### config.mk
export PLATFORM = sky130hd
export DESIGN_NAME = octal_inverting_latch_register
export DESIGN_NICKNAME = d
export VERILOG_FILES = /design/src/logic/octal_latch_pkg.sv /design/src/logic/edge_detect.sv /design/src/logic/octal_inverting_latch_register.sv
export SDC_FILE = /design/constraint.sdc
export NUM_CORES = 1
export LEC_CHECK = 0
export BUFFER_PORTS_ARGS = -buffer_cell sky130_fd_sc_hd__buf_2
export CORE_MARGIN = 3
export CORE_UTILIZATION = 40
export CTS_CLUSTER_SIZE = 28
export DETAILED_ROUTE_END_ITERATION = 7
export PLACE_DENSITY = 0.7
export SYNTH_ARGS = -nofsm -noshare
export SYNTH_HDL_FRONTEND = slang
export SYNTH_SLANG_ARGS = --single-unit
export TNS_END_PERCENT = 10
### constraint.sdc
create_clock -name core_clk -period 1.75 [get_ports core_clk]
set_clock_uncertainty 0.15 [all_clocks]
set_input_delay 0.35 -clock core_clk [delete_from_list [all_inputs] [get_ports core_clk]]
set_output_delay 0.35 -clock core_clk [all_outputs]
set_load 0.05 [all_outputs]
### src/logic/octal_latch_pkg.sv
// Package for the octal inverting latch/register block.
// Assumes a single 50 MHz core clock; no software-visible registers.
package octal_latch_pkg;

  // ----------------------------------------------------------------
  // Widths, modes and reset values
  // ----------------------------------------------------------------
  localparam int          DATA_WIDTH = 8;
  localparam logic [7:0]  STORE_RESET = 8'h00;
  localparam logic [7:0]  OE_N_DRIVE  = 8'h00;
  localparam logic [7:0]  OE_N_FLOAT  = 8'hFF;
  localparam logic [1:0]  SYNC_RESET  = 2'h0;

  typedef logic [DATA_WIDTH-1:0] byte_t;

  // Variant select: transparent latch or edge register.
  typedef enum logic {
    MODE_LATCH,
    MODE_REGISTER
  } variant_e;

  // Storage controls that travel together.
  typedef struct packed {
    logic  latch_enable;
    logic  capture_clock;
  } store_ctrl_s;

  // Three-state output pin group (enable low while driving).
  typedef struct packed {
    byte_t out;
    byte_t oe_n;
  } pin_bus_s;

endpackage : octal_latch_pkg

### src/logic/edge_detect.sv
// Rising and falling edge detector for one sampled control line.
// Assumes the input is synchronous to core_clk.
`timescale 1ns/1ps
module edge_detect
  import octal_latch_pkg::*;
(
  input  wire logic core_clk,
  input  wire logic rst_sync_n,
  input  wire logic level,
  output logic      rise,
  output logic      fall
);

  typedef struct packed {
    logic prev;
  } state_s;

  state_s state;
  state_s next_state;

  // The previous level is the only memory; edges are combinational.
  always_comb begin
    next_state      = state;
    next_state.prev = level;
  end

  always_ff @(posedge core_clk or negedge rst_sync_n) begin
    if (!rst_sync_n) begin
      state <= '0;
    end else begin
      state <= next_state;
    end
  end

  assign rise = level & ~state.prev;
  assign fall = ~level & state.prev;

endmodule : edge_detect

### src/logic/octal_inverting_latch_register.sv
// Octal storage element with inverting three-state outputs.
// Assumes all inputs are synchronous to core_clk and sampled each cycle;
// the three-state wire is resolved outside from out and oe_n.
`timescale 1ns/1ps

module octal_inverting_latch_register
  import octal_latch_pkg::*;
(
  input  wire logic        core_clk,
  input  wire logic        rst_n,
  input  wire variant_e    variant,
  input  wire store_ctrl_s store_ctrl,
  input  wire byte_t       data_inputs,
  input  wire logic        output_enable_n,
  output byte_t            inverted_outputs,
  output byte_t            inverted_outputs_oe_n,
  output byte_t            stored_value
);

  // ----------------------------------------------------------------
  // Reset release
  // ----------------------------------------------------------------
  logic [1:0] rst_pipe;
  logic       rst_sync_n;

  // Assertion is immediate; release waits two clocks to avoid metastable
  // recovery on the state flip-flops.
  always_ff @(posedge core_clk or negedge rst_n) begin
    if (!rst_n) begin
      rst_pipe <= SYNC_RESET;
    end else begin
      rst_pipe <= {rst_pipe[0], 1'b1};
    end
  end

  assign rst_sync_n = rst_pipe[1];

  // ----------------------------------------------------------------
  // Capture clock edge
  // ----------------------------------------------------------------
  logic clk_rise;

  edge_detect u_clk_edge (
    .core_clk   (core_clk),
    .rst_sync_n (rst_sync_n),
    .level      (store_ctrl.capture_clock),
    .rise       (clk_rise),
    .fall       ()
  );

  // ----------------------------------------------------------------
  // Storage and output state
  // ----------------------------------------------------------------
  typedef struct packed {
    byte_t    store;
    pin_bus_s pins;
  } state_s;

  state_s state;
  state_s next_state;
  logic   load;
  byte_t  shown;

  // The latch is modelled as sampled transparency: while the enable is
  // high the store follows the inputs every cycle, so the last cycle with
  // the enable high holds the value seen just before the falling edge.
  // The trade-off is one cycle of latency from input to output.
  always_comb begin
    next_state = state;
    load       = 1'b0;
    case (variant)
      MODE_LATCH:    load = store_ctrl.latch_enable;
      MODE_REGISTER: load = clk_rise;
      default:       load = 1'b0;
    endcase
    // Storage ignores the output enable entirely.
    if (load) begin
      next_state.store = data_inputs;
    end
    // On any load (open latch or capture edge) the pins show the complement of the live input, else that of the store.
    shown = load ? data_inputs : state.store;
    next_state.pins.out = ~shown;
    if (output_enable_n) begin
      next_state.pins.oe_n = OE_N_FLOAT;
    end else begin
      next_state.pins.oe_n = OE_N_DRIVE;
    end
  end

  always_ff @(posedge core_clk or negedge rst_sync_n) begin
    if (!rst_sync_n) begin
      state.store     <= STORE_RESET;
      state.pins.out  <= ~STORE_RESET;
      state.pins.oe_n <= OE_N_FLOAT;
    end else begin
      state <= next_state;
    end
  end

  assign inverted_outputs      = state.pins.out;
  assign inverted_outputs_oe_n = state.pins.oe_n;
  assign stored_value          = state.store;
endmodule : octal_inverting_latch_register

## Word-level counts from Yosys, hierarchy flattened

Index checks and enable logic that the tools add are counted.

| word-level totals | value |
|---|---|
| flip-flop bits (word level) | 27 |
| input port bits | 14 |
| output and inout port bits | 24 |
| logic and storage cells | 12 |

| cells by class | value |
|---|---|
| bitwise operators | 4 |
| mux-type cells | 3 |

Operators by type and width:

| cell | number |
|---|---|
| $mux W8 | 2 |
| $not A8 Y8 | 1 |
| $not A1 Y1 | 2 |
| $pmux W1 S2 | 1 |
| $and A1 B1 Y1 | 1 |

## Depth between registers and ports, before layout

| logic depth | value |
|---|---|
| word-level depth | 5 |
| depth in mapped cells | 4 |
| gate-level depth less buffers | 3 |

## Cells and area by module

A second synthesis with hierarchy kept.

| unflattened totals | value |
|---|---|
| cells, all modules | 48 |
| area, all modules | 794.5 um2 |

Modules (own cells, without submodules):

| module | seq. area each (um2) | times used | cells an instance | area an instance (um2) |
|---|---|---|---|---|
| octal_inverting_latch_register | 486.7 | 1 | 45 | 754.5 |
| edge_detect | 25.0 | 1 | 3 | 40.0 |

## Worst setup path after synthesis

Ideal clock, no wire load.

| timing path | value |
|---|---|
| path kind | flip-flop to output port |
| start | reg inverted_outputs_oe_n[6] (netlist name) |
| end | out inverted_outputs_oe_n[1] |
| arrival | 0.981 ns |
| stages on the path, launching flop included | 2 |
| path slack | 0.269 ns |
| buffers on the path | 1 |
| cell sequence | dfstp_2 buf_4 |

RTL lines:

| what | RTL line | source |
|---|---|---|
| to (decl) | octal_inverting_latch_register.sv:16 | `output byte_t inverted_outputs_oe_n,` |

==> summary.txt <==
Yosys
  • Top FF cell, synth: dfrtp_1
  • Asr flop ratio synth: 100%
  • Top-count cell post-synth: dfrtp_1
  • Cell variety after synth: 10
  • Synth Register Bits: 20
  • Synth area leaders: dfrtp_1 (35%), dfstp_2 (30%), mux2i_1 (10%)
  • Leading area contributor after synthesis: dfrtp_1
  • Post-synth EDFFs: 0
  • Synthesized net count: 61
  • Sequential element share of the synthesized area: 64.5%
  • Synth top cells by count: dfrtp_1 (11), dfstp_2 (9), mux2i_1 (8)
  • Share of the synthesized area in the top cell type: 34.7%
  • Synthesized area: 793 um2
  • Synthesized area per cell: 16.9 um2
  • Syn. warnings: 0
  • Synthesized instance count: 47

Routing
  • Per-cell routed wire length: 11.9 um
  • Pre-antenna DRT Iters: 1
  • DR vias: 474
  • Initial DRC Count: 0
  • DRT antenna net count: 0
  • Post-Route WL: 1.28 mm
  • DRC Markers: 0
  • Via-per-instance ratio: 4.39

Floorplan
  • Row count: 15
  • Initial Util: 44.0%
  • # IOs: 38
  • Die height: 50.5 um
  • Die width: 50.5 um
  • Die area: 2550 um2
  • Core box area: 1800 um2

Power
  • Worst IR Drop VDD: 0.000720 V
  • Pwr dens: 1180 nW/um2
  • P_leak: 0.514 nW

Place
  • Dpl hpwl: 994 um
  • IO Port Bufs: 37
  • RePlAce Congestion: 0.621

Clocking
  • CTS tree: done
  • Resized Gates After CTS: 0
  • CTS buffer count: 3
  • Clock Sinks: 20
  • H-tree levels: 1
  • Clock transition at path regs: 0.09 ns
  • Root buffer cell: clkbuf_4
  • Setup Fix Bufs, Post-CTS: 0
  • Skew-Pair Late Insertion Delay: 0.29 ns
  • Clock Tree Buf Depth: 2
  • Hold-fix buffers, CTS: 2

Worst setup path
  • Buf/Inv on CP: 1
  • Worst path required time: 1.25 ns
  • Worst path slowest cell: dfstp_2
  • CP cell instances: buf_2
  • R2r setup slk: 0.35 ns
  • Slowest stage delay, CP: 0.58 ns
  • Nature of the critical path endpoint: output pin
  • Critical path startpoint category: flip-flop
  • Delay-heaviest family, CP: flip-flops
  • Worst Setup SP: inverted_outputs_oe_n[6]
  • Worst-path maximum fanout: 8
  • Worst R2R Path Depth: 4
  • Worst Setup EP: inverted_outputs_oe_n[5]
  • Worst setup path category: reg -> out
  • Worst path arrival time: 1.14 ns
  • Cell depth of the worst setup path: 1
  • Reg2reg start: u_clk_edge.state

STA
  • Final hold violation count: 0
  • Final Cycle Share: 93.6%
  • Max Freq: 610 MHz
  • Final min period: 1.64 ns
  • Slew Limit Headroom: 55.2%
  • # setup viols final: 0
  • Worst hold slack: 0.0376 ns
  • Tightest Pin Transition: 0.672 ns
  • Setup TNS: 0 ns
  • Final Max Slew Viols: 0
  • RSZ-0062 raised after global routing: no

Global routing
  • Largest net degree at the start of global routing: 19
  • Initial antenna violation count: 0
  • Total Routing Usage GR: 11.1%
  • Vias in the first global route: 442
  • GRT overflow: 0
  • Global-route wire length before repair: 2.01 mm

Final layout
  • Share of cells above drive strength 1: 72.3%
  • Area growth syn-to-layout: 27.6%
  • # nets final: 98
  • # diodes: 0
  • Fin util: 56.2%

Hold path
  • Type of the most critical hold path: in -> reg

Status
  • Status: completed

Run
  • Max cap viols: 0
how the worst min path moves through the flow:
stage / startpoint / to / slack, ns / depth (start not counted)
after floorplan: rst_n / rst_pipe[0] / -0.1 / 0
after global placement: rst_n / rst_pipe[0] / -0.01 / 1
after global routing: store_ctrl[0] / u_clk_edge.state / 0.01 / 1
after CTS: store_ctrl[0] / u_clk_edge.state / 0.02 / 1
final: store_ctrl[0] / u_clk_edge.state / 0.04 / 1
after detailed placement: rst_n / rst_pipe[1] / -0.01 / 1
metrics by stage:
step                      total power [mW]  std cells  setup slack, ns  cell area, um2
after floorplan                      0.910         47            0.269             793
after global placement               0.990        102            0.232             966
after detailed placement             0.997        102            0.192             966
after CTS                             1.23        108           0.0750            1010
after global routing                  1.26        108           0.0449            1010
final                                 1.20        108            0.112            1010
metal layers:
| layer | global-route usage, % | vias up | wire length (um) |
|---|---|---|---|
| li1 | - | 224 | - |
| met1 | 10.8 | 224 | 440 |
| met2 | 18.0 | 24 | 680 |
| met3 | 7.42 | 2 | 149 |
| met4 | 5.38 | 0 | 13 |
| met5 | 0 | - | 0 |
cells in the final DEF, fill, tap and decap left out:
master and count:
dfstp_2 9, clkbuf_4 3, mux2_4 2, mux2i_4 1
mux2i_1 8, dfrtp_1 11, buf_12 1, conb_1 1
nor2b_4 1, mux2_2 6, clkbuf_1 1, buf_2 37
dlygate4sd3_1 2
layout make-up:
cell class / instances / area, um2
timing repair buffer: 40 / 225
tap: 25 / 31.3
sequential: 20 / 512
fill: 160 / 790
clock buffer: 4 / 26.3
multi-input combinational: 19 / 218
kinds of logic (layout without fill, tap and decap cells):
kind of cell,count (synthesis),after routing,synth area share (%)
buffers and inverters,8,44,8.04
flip-flops,20,20,64.5
multiplexers,17,17,25.2
other,1,1,0.473
AND/OR/NAND/NOR,1,1,1.73
report_power, final:
part / total (mW) / switching [mW] / internal (mW)
registers: 0.577 / 0.0353 / 0.542
clock network: 0.212 / 0.123 / 0.0885
logic: 0.409 / 0.297 / 0.112
total: 1.20 / 0.455 / 0.743
Note: power is estimated with default switching activity, not from simulation.
